==> config.mk <==
export PLATFORM = sky130hd
export DESIGN_NAME = ptp_payload_builder
export DESIGN_NICKNAME = d
export VERILOG_FILES = /design/src/hw/ptp_pkg.sv /design/src/hw/ptp_payload_builder.sv
export SDC_FILE = /design/constraint.sdc
export NUM_CORES = 2
export LEC_CHECK = 0
export BUFFER_PORTS_ARGS = -buffer_cell sky130_fd_sc_hd__buf_2
export CORE_AREA = 2 2 656 658
export CTS_CLUSTER_DIAMETER = 80
export DETAILED_ROUTE_END_ITERATION = 7
export DIE_AREA = 0 0 658 660
export PLACE_DENSITY_LB_ADDON = 0.08
export SLEW_MARGIN = 10
export SYNTH_ARGS = -nofsm -noshare
export SYNTH_HDL_FRONTEND = slang
export SYNTH_SLANG_ARGS = --single-unit
==> constraint.sdc <==
create_clock -name aclk -period 8.5 [get_ports aclk]
set_input_delay 0.425 -clock aclk [delete_from_list [all_inputs] [get_ports aclk]]
set_output_delay 0.425 -clock aclk [all_outputs]
set_load 0.02 [all_outputs]
==> src/hw/ptp_pkg.sv <==
// Package for the pixel thread payload builder: register map, field positions,
// section codes and the carrier structs.
// Assumes a single clock domain shared by the window unit, the buffer and the bus.
package ptp_pkg;

   // ---------------------------------------------------------------
   // Widths and payload geometry
   // ---------------------------------------------------------------
   localparam int DW_W       = 32;
   localparam int DW_IDX_W   = 3;
   localparam int PX_N       = 16;
   localparam int BUF_ADDR_W = 16;
   localparam int TID_W      = 24;
   localparam int FIXED_FN_THREAD_TAG_W    = 8;
   localparam int COLOR_W    = 2;
   localparam int AXI_ADDR_W = 8;

   // ---------------------------------------------------------------
   // Register map (byte addresses)
   // ---------------------------------------------------------------
   localparam logic [AXI_ADDR_W-1:0] REG_CTRL         = 8'h00;
   localparam logic [AXI_ADDR_W-1:0] REG_START_SLOT   = 8'h04;
   localparam logic [AXI_ADDR_W-1:0] REG_CONST_HANDLE = 8'h08;
   localparam logic [AXI_ADDR_W-1:0] REG_CONST_OFF    = 8'h0c;
   localparam logic [AXI_ADDR_W-1:0] REG_CONST_LEN    = 8'h10;
   localparam logic [AXI_ADDR_W-1:0] REG_SETUP_OFF    = 8'h14;
   localparam logic [AXI_ADDR_W-1:0] REG_SETUP_LEN    = 8'h18;
   localparam logic [AXI_ADDR_W-1:0] REG_SCRATCH_PTR  = 8'h1c;
   localparam logic [AXI_ADDR_W-1:0] REG_BINDING_PTR  = 8'h20;
   localparam logic [AXI_ADDR_W-1:0] REG_SAMPLER_PTR  = 8'h24;
   localparam logic [AXI_ADDR_W-1:0] REG_STATUS       = 8'h28;

   localparam int CTRL_ALPHA8_BIT = 0;
   localparam int STATUS_BUSY_BIT = 31;
   localparam int SCRATCH_LSB     = 10;
   localparam int PTR_LSB         = 5;
   localparam logic [1:0] RESP_OKAY   = 2'h0;
   localparam logic [1:0] RESP_SLVERR = 2'h2;

   // ---------------------------------------------------------------
   // Dword positions inside a row
   // ---------------------------------------------------------------
   localparam logic [DW_IDX_W-1:0] DW_LAST      = 3'h7;
   localparam logic [DW_IDX_W-1:0] HDR_SAMPLER  = 3'h3;
   localparam logic [DW_IDX_W-1:0] HDR_BINDING  = 3'h4;
   localparam logic [DW_IDX_W-1:0] HDR_IDS      = 3'h5;
   localparam logic [DW_IDX_W-1:0] HDR_TID      = 3'h6;
   localparam logic [DW_IDX_W-1:0] HDR_PTID     = 3'h7;
   localparam logic [DW_IDX_W-1:0] MASK_DW      = 3'h0;
   localparam logic [DW_IDX_W-1:0] COORD_DW0    = 3'h2;
   localparam logic [DW_IDX_W-1:0] COORD_DW3    = 3'h5;
   localparam logic [DW_IDX_W-1:0] ALPHA8_DW0   = 3'h4;
   localparam logic [DW_IDX_W-1:0] ALPHA4_DW0   = 3'h6;

   typedef enum logic [3:0] {
      SEC_IDLE, SEC_HDR, SEC_COORD, SEC_SDEP, SEC_AST, SEC_DDEP,
      SEC_PAD, SEC_CONST, SEC_SETUP
   } ptp_sec_t;

   typedef struct packed {
      logic [3:0][15:0]        ys;
      logic [3:0][15:0]        xs;
      logic [PX_N-1:0]         lit;
      logic                    d32;
      logic                    src_depth;
      logic                    alpha;
      logic                    stencil;
      logic                    dst_depth;
      logic [PX_N-1:0][31:0]   src_z;
      logic [PX_N-1:0][31:0]   dst_z;
      logic [PX_N-1:0][7:0]    alpha_px;
      logic [PX_N-1:0][7:0]    stencil_px;
      logic [BUF_ADDR_W-1:0]   setup_handle;
      logic [TID_W-1:0]        prim_tid;
   } ptp_disp_t;

   typedef struct packed {
      logic [DW_W-1:0] data;
      logic            last;
   } ptp_out_t;

endpackage : ptp_pkg

==> src/hw/ptp_payload_builder.sv <==
// Pixel thread payload builder: upper-half payload rows, buffer-sourced data and
// contiguous-dispatch header fields, streamed one dword per beat.
// Assumes window unit, return buffer and AXI4-Lite master share aclk; buffer reads
// return data while buf_rd_en stands, one cycle after the read is issued.
// Function
// [RQ1] Subspans 4..7 coordinates: Y high, X low, subspan 7 highest.
// [RQ2] Upper lit mask in bits 31:16, only on 32-pixel dispatches.
// [RQ3] Lit mask kept apart from dispatch mask with whole-subspan activity.
// [RQ4] Shader thread never changes the upper lit mask field.
// [RQ5] Low 16 bits carry a copy of lit mask; shader clears on kill.
// [RQ6] Source depth rows only with flag set and 32-pixel dispatch.
// [RQ7] Source depth floats ordered subspan 4,5 then 6,7; pixel order UL,UR,LL,LR.
// [RQ8] Alpha/stencil row if either flag on 32-pixel; each part valid by flag.
// [RQ9] 8-bit alpha: four bytes per word, pixel 3 on top.
// [RQ10] 4-bit alpha: eight nibbles per word in two words, others reserved.
// [RQ11] Stencil bytes four per word, pixel 3 on top, subspan 7 highest.
// [RQ12] Destination depth rows only with flag and 32-pixel, source ordering.
// [RQ13] Zero padding rows up to the buffer data start slot.
// [RQ14] Buffer-sourced data begins at fixed programmed slot regardless of header.
// [RQ15] Optional constant rows at programmed offset and length before setup.
// [RQ16] Setup rows last, from primitive handle at programmed offset and length.
// [RQ17] Setup rows pass coefficients through unchanged, four dwords per attribute.
// [RQ18] Software copies header dword 7 between rows on one variant.
// [RQ19] 24-bit thread count per dispatch plus primitive thread count.
// [RQ20] Scratch pointer in bits 31:10 of its dword.
// [RQ21] 2-bit sync tag and 8-bit thread identifier per thread.
// [RQ22] Binding table and sampler pointers in bits 31:5.
// [RQ23] Omitted groups leave no gaps; only padding precedes buffer data.
//
// Design decisions made here: register access over AXI4-Lite and the register addresses.
`timescale 1ns/100ps
module ptp_payload_builder
   import ptp_pkg::*;
#(
   parameter int ROW_W = 6
)(
   input  wire logic                  aclk,
   input  wire logic                  aresetn,
   input  wire logic [AXI_ADDR_W-1:0] s_axi_awaddr,
   input  wire logic                  s_axi_awvalid,
   output logic                       s_axi_awready,
   input  wire logic [DW_W-1:0]       s_axi_wdata,
   input  wire logic [3:0]            s_axi_wstrb,
   input  wire logic                  s_axi_wvalid,
   output logic                       s_axi_wready,
   output logic [1:0]                 s_axi_bresp,
   output logic                       s_axi_bvalid,
   input  wire logic                  s_axi_bready,
   input  wire logic [AXI_ADDR_W-1:0] s_axi_araddr,
   input  wire logic                  s_axi_arvalid,
   output logic                       s_axi_arready,
   output logic [DW_W-1:0]            s_axi_rdata,
   output logic [1:0]                 s_axi_rresp,
   output logic                       s_axi_rvalid,
   input  wire logic                  s_axi_rready,
   input  wire logic                  disp_valid,
   output logic                       disp_ready,
   input  wire ptp_disp_t             disp,
   output logic [PX_N-1:0]            disp_mask,
   output logic                       out_valid,
   input  wire logic                  out_ready,
   output ptp_out_t                   out,
   output logic                       buf_rd_en,
   output logic [BUF_ADDR_W-1:0]      buf_rd_addr,
   input  wire logic [DW_W-1:0]       buf_rd_data
);

   if (ROW_W < 2 || ROW_W + DW_IDX_W > BUF_ADDR_W)
   begin : g_bad_param
      $error("ptp_payload_builder: ROW_W out of range");
   end

   // ---------------------------------------------------------------
   // Register bus
   // ---------------------------------------------------------------
   logic                    alpha8;
   logic [ROW_W-1:0]        start_slot;
   logic [BUF_ADDR_W-1:0]   const_handle;
   logic [ROW_W-1:0]        const_off;
   logic [ROW_W-1:0]        const_len;
   logic [ROW_W-1:0]        setup_off;
   logic [ROW_W-1:0]        setup_len;
   logic [31:SCRATCH_LSB]   scratch_ptr;
   logic [31:PTR_LSB]       binding_ptr;
   logic [31:PTR_LSB]       sampler_ptr;
   logic [TID_W-1:0]        thread_cnt;
   ptp_sec_t                sec;
   logic                    aw_held;
   logic                    w_held;
   logic [AXI_ADDR_W-1:0]   aw_addr;
   logic [DW_W-1:0]         w_data;
   logic [3:0]              w_strb;

   function automatic logic [DW_W:0] reg_read(input logic [AXI_ADDR_W-1:0] a);
      logic [DW_W-1:0] d;
      logic            ok;
      d  = '0;
      ok = 1'b1;
      unique case (a)
         REG_CTRL:         d[CTRL_ALPHA8_BIT] = alpha8;
         REG_START_SLOT:   d[ROW_W-1:0] = start_slot;
         REG_CONST_HANDLE: d[BUF_ADDR_W-1:0] = const_handle;
         REG_CONST_OFF:    d[ROW_W-1:0] = const_off;
         REG_CONST_LEN:    d[ROW_W-1:0] = const_len;
         REG_SETUP_OFF:    d[ROW_W-1:0] = setup_off;
         REG_SETUP_LEN:    d[ROW_W-1:0] = setup_len;
         REG_SCRATCH_PTR:  d[31:SCRATCH_LSB] = scratch_ptr;
         REG_BINDING_PTR:  d[31:PTR_LSB] = binding_ptr;
         REG_SAMPLER_PTR:  d[31:PTR_LSB] = sampler_ptr;
         REG_STATUS:
         begin
            d[TID_W-1:0]       = thread_cnt;
            d[STATUS_BUSY_BIT] = (sec != SEC_IDLE);
         end
         default:          ok = 1'b0;
      endcase
      return {ok, d};
   endfunction : reg_read

   logic [DW_W:0]        wr_old_word;
   logic [DW_W:0]        rd_word;
   // A continuous assignment would miss register changes that the function reads inside.
   always_comb wr_old_word = reg_read(aw_addr);
   always_comb rd_word     = reg_read(s_axi_araddr);
   wire logic            wr_commit   = aw_held && w_held && !s_axi_bvalid;
   wire logic            aw_take     = s_axi_awvalid && s_axi_awready;
   wire logic            w_take      = s_axi_wvalid && s_axi_wready;
   wire logic            ar_take     = s_axi_arvalid && s_axi_arready;
   logic [DW_W-1:0]      wr_val;

   always_comb
   begin
      for (int b = 0; b < 4; b++)
         wr_val[b*8 +: 8] = w_strb[b] ? w_data[b*8 +: 8] : wr_old_word[b*8 +: 8];
   end

   always_ff @(posedge aclk)
   begin
      if (!aresetn)
      begin
         aw_held <= 1'b0; w_held <= 1'b0; aw_addr <= '0; w_data <= '0; w_strb <= '0;
         s_axi_awready <= 1'b1; s_axi_wready <= 1'b1;
         s_axi_bvalid <= 1'b0; s_axi_bresp <= RESP_OKAY;
      end
      else
      begin
         if (aw_take)
         begin
            aw_held <= 1'b1; aw_addr <= s_axi_awaddr; s_axi_awready <= 1'b0;
         end
         if (w_take)
         begin
            w_held <= 1'b1; w_data <= s_axi_wdata; w_strb <= s_axi_wstrb;
            s_axi_wready <= 1'b0;
         end
         if (wr_commit)
         begin
            s_axi_bvalid <= 1'b1;
            s_axi_bresp  <= wr_old_word[DW_W] ? RESP_OKAY : RESP_SLVERR;
         end
         else if (s_axi_bvalid && s_axi_bready)
         begin
            s_axi_bvalid <= 1'b0; aw_held <= 1'b0; w_held <= 1'b0;
            s_axi_awready <= 1'b1; s_axi_wready <= 1'b1;
         end
      end
   end

   always_ff @(posedge aclk)
   begin
      if (!aresetn)
      begin
         alpha8 <= 1'b0; start_slot <= '0; const_handle <= '0; const_off <= '0;
         const_len <= '0; setup_off <= '0; setup_len <= '0;
         scratch_ptr <= '0; binding_ptr <= '0; sampler_ptr <= '0;
      end
      else if (wr_commit)
      begin
         unique case (aw_addr)
            REG_CTRL:         alpha8 <= wr_val[CTRL_ALPHA8_BIT];
            REG_START_SLOT:   start_slot <= wr_val[ROW_W-1:0];
            REG_CONST_HANDLE: const_handle <= wr_val[BUF_ADDR_W-1:0];
            REG_CONST_OFF:    const_off <= wr_val[ROW_W-1:0];
            REG_CONST_LEN:    const_len <= wr_val[ROW_W-1:0];
            REG_SETUP_OFF:    setup_off <= wr_val[ROW_W-1:0];
            REG_SETUP_LEN:    setup_len <= wr_val[ROW_W-1:0];
            REG_SCRATCH_PTR:  scratch_ptr <= wr_val[31:SCRATCH_LSB];
            REG_BINDING_PTR:  binding_ptr <= wr_val[31:PTR_LSB];
            REG_SAMPLER_PTR:  sampler_ptr <= wr_val[31:PTR_LSB];
            default:          ;
         endcase
      end
   end

   always_ff @(posedge aclk)
   begin
      if (!aresetn)
      begin
         s_axi_arready <= 1'b1; s_axi_rvalid <= 1'b0;
         s_axi_rdata <= '0; s_axi_rresp <= RESP_OKAY;
      end
      else if (ar_take)
      begin
         s_axi_arready <= 1'b0; s_axi_rvalid <= 1'b1;
         s_axi_rdata <= rd_word[DW_W-1:0];
         s_axi_rresp <= rd_word[DW_W] ? RESP_OKAY : RESP_SLVERR;
      end
      else if (s_axi_rvalid && s_axi_rready)
      begin
         s_axi_rvalid <= 1'b0; s_axi_arready <= 1'b1;
      end
   end

   // ---------------------------------------------------------------
   // Payload sequencer
   // ---------------------------------------------------------------
   ptp_disp_t               cur;
   logic [ROW_W-1:0]        srow;
   logic [ROW_W+1:0]        row_cnt;
   logic [DW_IDX_W-1:0]     dw;
   logic                    rd_pend;
   logic [COLOR_W-1:0]      color;
   logic [FIXED_FN_THREAD_TAG_W-1:0]      fixed_fn_thread_tag;
   ptp_sec_t                out_sec;
   logic [DW_IDX_W-1:0]     out_dw;
   logic [ROW_W+1:0]        out_row;
   ptp_sec_t                next_sec;
   logic [8:0]              present;
   logic                    sec_last_row;
   logic [DW_W-1:0]         gen_word;
   logic [DW_W-1:0]         alpha4_word;

   wire logic   disp_take = disp_valid && disp_ready;
   wire logic   is_buf    = (sec == SEC_CONST) || (sec == SEC_SETUP);
   wire logic   slot_free = !out_valid || out_ready;
   wire logic   step      = is_buf ? rd_pend : ((sec != SEC_IDLE) && slot_free);
   wire logic   rd_issue  = is_buf && slot_free && !rd_pend;
   wire logic   row_end   = step && (dw == DW_LAST);
   wire logic   pay_end   = row_end && sec_last_row && (next_sec == SEC_IDLE);
   wire logic [ROW_W+1:0]      rows_after = row_cnt + 1'b1;
   wire logic [1:0]            coord_idx  = 2'(dw - COORD_DW0);
   wire logic [3:0]            depth_idx  = {srow[0], dw};
   wire logic [BUF_ADDR_W-1:0] buf_base   = (sec == SEC_CONST) ? const_handle
                                                                : cur.setup_handle;
   wire logic [BUF_ADDR_W-1:0] buf_row    = BUF_ADDR_W'((sec == SEC_CONST) ? const_off
                                                                        : setup_off)
                                            + BUF_ADDR_W'(srow);
   wire logic [BUF_ADDR_W-1:0] next_addr  = buf_base + (buf_row << DW_IDX_W)
                                            + BUF_ADDR_W'(dw);

   // [RQ23] skip absent groups
   always_comb
   begin
      present = '0;
      present[SEC_COORD] = cur.d32;
      present[SEC_SDEP]  = cur.d32 && cur.src_depth;
      present[SEC_AST]   = cur.d32 && (cur.alpha || cur.stencil);
      present[SEC_DDEP]  = cur.d32 && cur.dst_depth;
      present[SEC_PAD]   = rows_after < (ROW_W+2)'(start_slot);
      present[SEC_CONST] = (const_len != '0);
      present[SEC_SETUP] = (setup_len != '0);
      next_sec = SEC_IDLE;
      for (int i = SEC_SETUP; i > int'(sec); i--)
         if (present[i])
            next_sec = ptp_sec_t'(4'(i));
   end

   always_comb
   begin
      unique case (sec)
         SEC_SDEP, SEC_DDEP: sec_last_row = srow[0];
         // [RQ13] pad until start slot
         SEC_PAD:            sec_last_row = !(rows_after < (ROW_W+2)'(start_slot));
         SEC_CONST:          sec_last_row = (srow == const_len - 1'b1);
         SEC_SETUP:          sec_last_row = (srow == setup_len - 1'b1);
         default:            sec_last_row = 1'b1;
      endcase
   end

   // [RQ10] nibble alpha pack
   always_comb
   begin
      alpha4_word = '0;
      for (int k = 0; k < 8; k++)
         alpha4_word[k*4 +: 4] = cur.alpha_px[{dw[0], 3'(k)}][7:4];
   end

   always_comb
   begin
      gen_word = '0;
      unique case (sec)
         SEC_HDR:
         begin
            // [RQ22] table pointers
            if (dw == HDR_SAMPLER) gen_word = {sampler_ptr, {PTR_LSB{1'b0}}};
            if (dw == HDR_BINDING) gen_word = {binding_ptr, {PTR_LSB{1'b0}}};
            // [RQ20] [RQ21] scratch and ids
            if (dw == HDR_IDS)     gen_word = {scratch_ptr, color, fixed_fn_thread_tag};
            // [RQ19] thread counts
            if (dw == HDR_TID)     gen_word = DW_W'(thread_cnt);
            if (dw == HDR_PTID)    gen_word = DW_W'(cur.prim_tid);
         end
         SEC_COORD:
         begin
            // [RQ2] [RQ5] lit mask and copy
            if (dw == MASK_DW) gen_word = {cur.lit, cur.lit};
            // [RQ1] subspan coordinates
            if (dw >= COORD_DW0 && dw <= COORD_DW3)
               gen_word = {cur.ys[coord_idx], cur.xs[coord_idx]};
         end
         // [RQ6] [RQ7] source depth order
         SEC_SDEP: gen_word = cur.src_z[depth_idx];
         SEC_AST:
         begin
            // [RQ11] stencil bytes
            if (dw < ALPHA8_DW0 && cur.stencil)
               gen_word = cur.stencil_px[{dw[1:0], 2'b00} +: 4];
            // [RQ9] byte alpha pack
            else if (dw >= ALPHA8_DW0 && cur.alpha && alpha8)
               gen_word = cur.alpha_px[{dw[1:0], 2'b00} +: 4];
            // [RQ8] alpha valid by flag
            else if (dw >= ALPHA4_DW0 && cur.alpha)
               gen_word = alpha4_word;
         end
         // [RQ12] destination depth order
         SEC_DDEP: gen_word = cur.dst_z[depth_idx];
         default:  gen_word = '0;
      endcase
   end

   always_ff @(posedge aclk)
   begin
      if (!aresetn)
      begin
         sec <= SEC_IDLE; srow <= '0; row_cnt <= '0; dw <= '0; cur <= '0;
         disp_ready <= 1'b1; disp_mask <= '0; thread_cnt <= '0; color <= '0;
         fixed_fn_thread_tag <= '0;
      end
      else if (disp_take)
      begin
         cur <= disp; sec <= SEC_HDR; srow <= '0; row_cnt <= '0; dw <= '0;
         disp_ready <= 1'b0;
         // [RQ19] [RQ21] per-thread tags
         thread_cnt <= thread_cnt + 1'b1;
         color <= color + 1'b1;
         fixed_fn_thread_tag <= fixed_fn_thread_tag + 1'b1;
         // [RQ3] whole-subspan dispatch mask
         for (int s = 0; s < 4; s++)
            disp_mask[s*4 +: 4] <= {4{|disp.lit[s*4 +: 4]}};
      end
      else if (step)
      begin
         dw <= dw + 1'b1;
         if (row_end)
         begin
            row_cnt <= rows_after;
            srow    <= sec_last_row ? '0 : srow + 1'b1;
            if (sec_last_row)
               sec <= next_sec;
            if (pay_end)
               disp_ready <= 1'b1;
         end
      end
   end

   // [RQ15] [RQ16] [RQ17] buffer reads
   always_ff @(posedge aclk)
   begin
      if (!aresetn)
      begin
         buf_rd_en <= 1'b0; buf_rd_addr <= '0; rd_pend <= 1'b0;
      end
      else
      begin
         buf_rd_en <= rd_issue;
         if (rd_issue)
            buf_rd_addr <= next_addr;
         rd_pend <= rd_issue;
      end
   end

   // [RQ14] buffer words follow
   wire logic [DW_W-1:0] out_word = is_buf ? buf_rd_data : gen_word;

   always_ff @(posedge aclk)
   begin
      if (!aresetn)
      begin
         out_valid <= 1'b0; out <= '0; out_sec <= SEC_IDLE; out_dw <= '0;
         out_row <= '0;
      end
      else if (step)
      begin
         out_valid <= 1'b1; out.data <= out_word; out.last <= pay_end;
         out_sec <= sec; out_dw <= dw; out_row <= row_cnt;
      end
      else if (out_ready)
         out_valid <= 1'b0;
   end
endmodule : ptp_payload_builder

* Yosys cells after proc, flatten, opt, wreduce, memory -nomap -nowiden *
Cells that the tools add are included.
Widths: inputs -> output; s select.

storage, ports and cells
  flip-flop bits (word level) = 1799
  output and inout port bits = 109
  input port bits = 1562

cells by class
  $lt $le $gt $ge = 23
  eq/ne operators = 35
  bitwise gates (word level) = 1
  add/subtract/negate cells = 12
  multiplexer cells = 110
  shift-type cells = 16
  reduce and logical (&&, ||, !) cells = 65

operators with widths
  cell                   number
  $mux 32                13
  $bmux 32 s4            2
  $shiftx 16x5->4        16
  $mux 8                 20
  $pmux 32 s5            1
  $mux 4                 17
  $bmux 16 s2            2
  $eq 8x5->1 const B     8
  $pmux 4 s7             2
  $eq 8x6->1 const B     6
  $mux 16                3
  $lt 4x5->1 const B     9
  $eq 8x4->1 const B     4
  $pmux 4 s4             2
  $pmux 8 s4             1
  $mux 1                 31
  $pmux 6 s5             1
  $add 24x1->24 const B  1
  $logic_and 1x1->1      22
  $reduce_and 2->1       11
  $reduce_or 11->1       2
  $pmux 7 s3             1
  $pmux 1 s9             2
  $pmux 6 s3             1
  45 further kinds       84

* Longest topological paths before layout *
  depth after elaboration = 24
  mapped depth = 22
  mapped depth without buffers = 20

* Least setup slack after synthesis *
OpenSTA, ideal clock, no wires.

  kind = flip-flop to flip-flop
  start point = register sec[0]
  end point = register buf_rd_addr[12]
  period minus slack after synthesis = 3.739 ns
  setup slack = 4.761 ns
  library setup time = 0.074 ns
  buffers on the path = 3
  data arrival time = 3.665 ns
  stages on the path, launching flop included = 21
  cells stage by stage = dfxtp_1 buf_2 nor2b_1 nand3_1 clkbuf_1 clkbuf_1 nand2_1 nand2_1 ha_1 a21o_1 a21oi_1 xnor2_1 ha_1 nor3_1 nor2_1 o41ai_1 o21a_1 or3_1 nand3_1 o21ai_0 o21ai_0

between the ends
  longest elaborated chain between the ends = 5
  elaborated cells on any way between the ends = 10

RTL lines
  element                 RTL line                                                                            text
  start, declared         ptp_payload_builder.sv:87                                                           ptp_sec_t sec;
  start signal, assigned  ptp_payload_builder.sv:359                                                          sec <= next_sec;
  $eq 4x3->1              ptp_payload_builder.sv:234, ptp_payload_builder.sv:243, ptp_payload_builder.sv:245
  $mux 6                  ptp_payload_builder.sv:245                                                          wire logic [BUF_ADDR_W-1:0] buf_row = BUF_ADDR_W'((sec == SEC_CONST) ? const_off
  $add 6x6->7             ptp_payload_builder.sv:247                                                          + BUF_ADDR_W'(srow);
  $add 16x10->16          ptp_payload_builder.sv:248                                                          wire logic [BUF_ADDR_W-1:0] next_addr = buf_base + (buf_row << DW_IDX_W)
  $add 16x3->16           ptp_payload_builder.sv:249                                                          + BUF_ADDR_W'(dw);
  end signal, assigned    ptp_payload_builder.sv:377                                                          buf_rd_addr <= next_addr;
  end, declared           ptp_payload_builder.sv:64                                                           output logic [BUF_ADDR_W-1:0] buf_rd_addr,

Parallel ways exist; a longest one is shown, timed or not.
A chain may end at the register's enable or synchronous reset.

* Final worst setup path *
  start point = register sec[1]
  end point = register buf_rd_addr[12]

Same word-level chain as after synthesis.

==> flow_summary.yaml <==
status:
  status: "finished clean"
flow_run:
  drv_cap: 0
final_layout:
  ff_latch_area_um2: 35810
  multi_input_comb_area_um2: 43850
  final_cells: 18533
  final_util: 0.2820
  fin_area_um2: 120300
  area_growth_pct: 45.43
  num-fill-cells: 45958
  nNetsFinal: 14211
  drive_gt1_frac: 0.1926
global_route:
  grt_pass1_wl_um: 725500
  antenna_found_initial: 156
  grt_max_degree: 244
  overflow: 0
  grt_usage: 0.2394
  first_global_vias: 86187
critical_path:
  crit_fanout: 25
  crit_arrival_ps: 5760
  crit_type: "register to register"
  worstPathRequired_ps: 9370
  start_kind: "register"
  cp-end-kind: "register"
detailed_routing:
  via_count: 85509
  drt-pass1-iter-count: 6
  wirelength_um: 541800
  ant_nets: 0
  viasPerCell: 4.614
  wl_per_cell_um: 29.24
  drc: 0
  drt_iter0_markers: 6160
timing:
  worst_slew_pin_slew_ps: 1350
  slew_headroom: 0.07401
  layout_min_cycle_time_ps: 4892
  setup_violations: 0
  fmax_ghz: 0.2044
  fin_skew_ps: 74.15
  post-route-period-util: 0.5755
  hold_viol: 0
  setup-tns-final_ps: 0
  rsz0062_at_grt: "false"
  final_max_slew_viol_count: 0
cts:
  cts_setup_buffers: 0
  clock-sinks: 1788
  hold_buffers: 1583
  h-tree-depth: 4
  cts_buffers: 237
  ctsResizeCount: 0
  cts-root-buf: "clkbuf_16"
  clk_latency_ps: 950
  cts_tree: "built"
  cts.clk_slew.worst_paths_ps: 60
  cts_buffer_depth: 4
floorplanning:
  start_util: 0.1939
  die_w_um: 658
  floorplan.die_area_um2: 434300
  row_count: 240
  dieHeight_um: 660
  coreArea_um2: 426700
  ios: 1671
logic_synthesis:
  synthFlopType: "dfxtp_1"
  synth_edf_count: 0
  synth_area_um2: 82730
  synth_cells: 9846
  ys_seq_elements: 1788
  synth.largest_area_cell: "dfxtp_1"
  post_synth_most_frequent_cells: "3365 x nand2_1, 1788 x dfxtp_1, 1536 x a21boi_0"
  async_flop_share: 0
  yosys_warnings: 0
  ys_types: 69
  synth.most_common_cell: "nand2_1"
  synth_top_area_frac: 0.4327
  synth-seq-area-share: 0.4327
  synth_area_leaders: "dfxtp_1 43%, nand2_1 15%, a21boi_0 14%, mux4_2 6.1%, mux2i_1 4.2%"
  synth.avg_cell_area_um2: 8.402
pwr:
  power_mw: 23.43
  vdd_ir_drop_max_mv: 0.1775
  p_switching_mw: 6.892
  p_clk_frac: 0.447
  switching_share: 0.2942
  p_leak_nw: 45.35
  pwr-share-comb: 0.155
  p_seq_frac: 0.398
  internal_power_mw: 16.54
  pwr_density_cell_nw_per_um2: 194.7
place:
  gp_congestion: 0.8722
  port_buffers: 1668
  dpl_cell_area_um2: 96430
  dp_hpwl_um: 412800
  place_inst: 16481
min_path:
  min_path_type: "input port to register"
## final cells by class
cell class                      count  share of cell area
Multi-Input combinational cell   7194              0.3644
Antenna cell                       40           0.0008320
Tap cell                         5687             0.05914
Clock inverter                     65            0.006864
Clock buffer                      364             0.05911
Sequential cell                  1788              0.2976
Timing Repair Buffer             3367              0.2111
Inverter                           28           0.0008736
## cell usage in the layout (no fill, tap or decap), types with 17 or more instances in the layout
cell type         n
o22ai_1          68
clkbuf_8         64
diode_2          40
nand2_1        3358
a311oi_1         19
clkinv_2         28
nor3_1           49
o32ai_1          26
a22oi_1          55
a21oi_1         201
mux4_2          224
dlygate4sd3_1  1583
o21ai_0         252
and2_1          110
mux2_2           22
dfxtp_1        1784
a21boi_0       1536
a222oi_1         22
ha_1             29
a2111oi_0        20
nor3b_1          62
clkbuf_16       240
buf_4            90
nand3_1          87
a211oi_1         17
xnor2_1          44
mux2i_1         351
xor2_1           22
o221ai_1        132
inv_1            26
nand4_1          25
nor2_1          256
buf_2          1667
nor3_2           23
clkbuf_1         60
buf_12           26
## critical path: stages (launching register included)
cell and delay [ps]:
dfxtp_1 750, and4b_2 840, nand2_1 120, nand2_1 130
ha_1 180, inv_1 60, fa_1 430, inv_1 80
a21o_1 120, a21oi_1 100, xnor2_1 160, ha_1 330
nor2_1 70, nor2_1 200, o41ai_1 170, o21a_1 300
or3_1 380, nand3_1 90, o21ai_0 90, o21ai_0 190
## kinds of logic (layout without fill, tap and decap cells)
group	after synthesis	count (layout)	share of synthesized area
xor gates and xnor gates	66	66	0.006987
muxes	597	597	0.1064
DFF	1788	1788	0.4327
AOI/OAI and AO/OA	2443	2443	0.2119
and+or+nand+nor	4053	4053	0.1960
adders and majority gates	33	33	0.005173
other	1	42	0.00004533
buffers and inverters	865	3824	0.04078
## layer usage
| layer | GRT usage | wire length (um) | vias up |
|---|---|---|---|
| li1 | - | - | 39325 |
| met1 | 0.3071 | 236100 | 42191 |
| met2 | 0.3932 | 249100 | 3012 |
| met3 | 0.02542 | 21620 | 971 |
| met4 | 0.1312 | 34970 | 10 |
| met5 | 0 | 68 | - |
## per-stage QoR
stage / setup slack [ps] / hold slack [ps]
2_1_floorplan: 4761 / 440.2
3_3_place_gp: 3308 / 451.1
3_5_place_dp: 3616 / 454.3
4_1_cts: 3595 / 0.3729
5_1_grt: 3252 / 17.15
6_report: 3608 / 36.33
## power by group through the flow
| stage | combinational (mW) | clock, mW | sequential [mW] |
|---|---|---|---|
| 2_1_floorplan | 1.52 | 0 | 9.27 |
| 3_3_place_gp | 3.04 | 0 | 9.50 |
| 3_5_place_dp | 3.06 | 0 | 9.51 |
| 4_1_cts | 3.68 | 10.8 | 9.32 |
| 5_1_grt | 3.88 | 11.1 | 9.38 |
| 6_report | 3.64 | 10.5 | 9.33 |
## flip-flops by register name, summed over array words and instances (netlist names), 6 cells and up
signal               count
srow                     6
sampler_ptr             27
setup_off                6
binding_ptr             27
scratch_ptr             22
start_slot               6
const_off                6
const_len                6
const_handle            16
buf_rd_addr             16
row_cnt                  8
aw_addr                  8
fixed_fn_thread_tag      8
thread_cnt              24
setup_len                6
w_data                  32
s_axi_rdata             32
out                     33
cur                   1469
## worst paths after layout
check	startpoint	endpoint	slack, ps	cells after the start
worst max-delay path	sec[1]$_SDFFE_PP0P_	buf_rd_addr[12]$_SDFFE_PN0P_	3610	19
worst min-delay path	buf_rd_data[12]	out[13]$_SDFFE_PN0P_	40	5
worst max register to register	sec[1]$_SDFFE_PP0P_	buf_rd_addr[12]$_SDFFE_PN0P_	3610	19
worst min register to register	cur[135]$_SDFFE_PN0P_	cur[135]$_SDFFE_PN0P_	460	2
No activity file was read; power rests on OpenSTA's default activity.
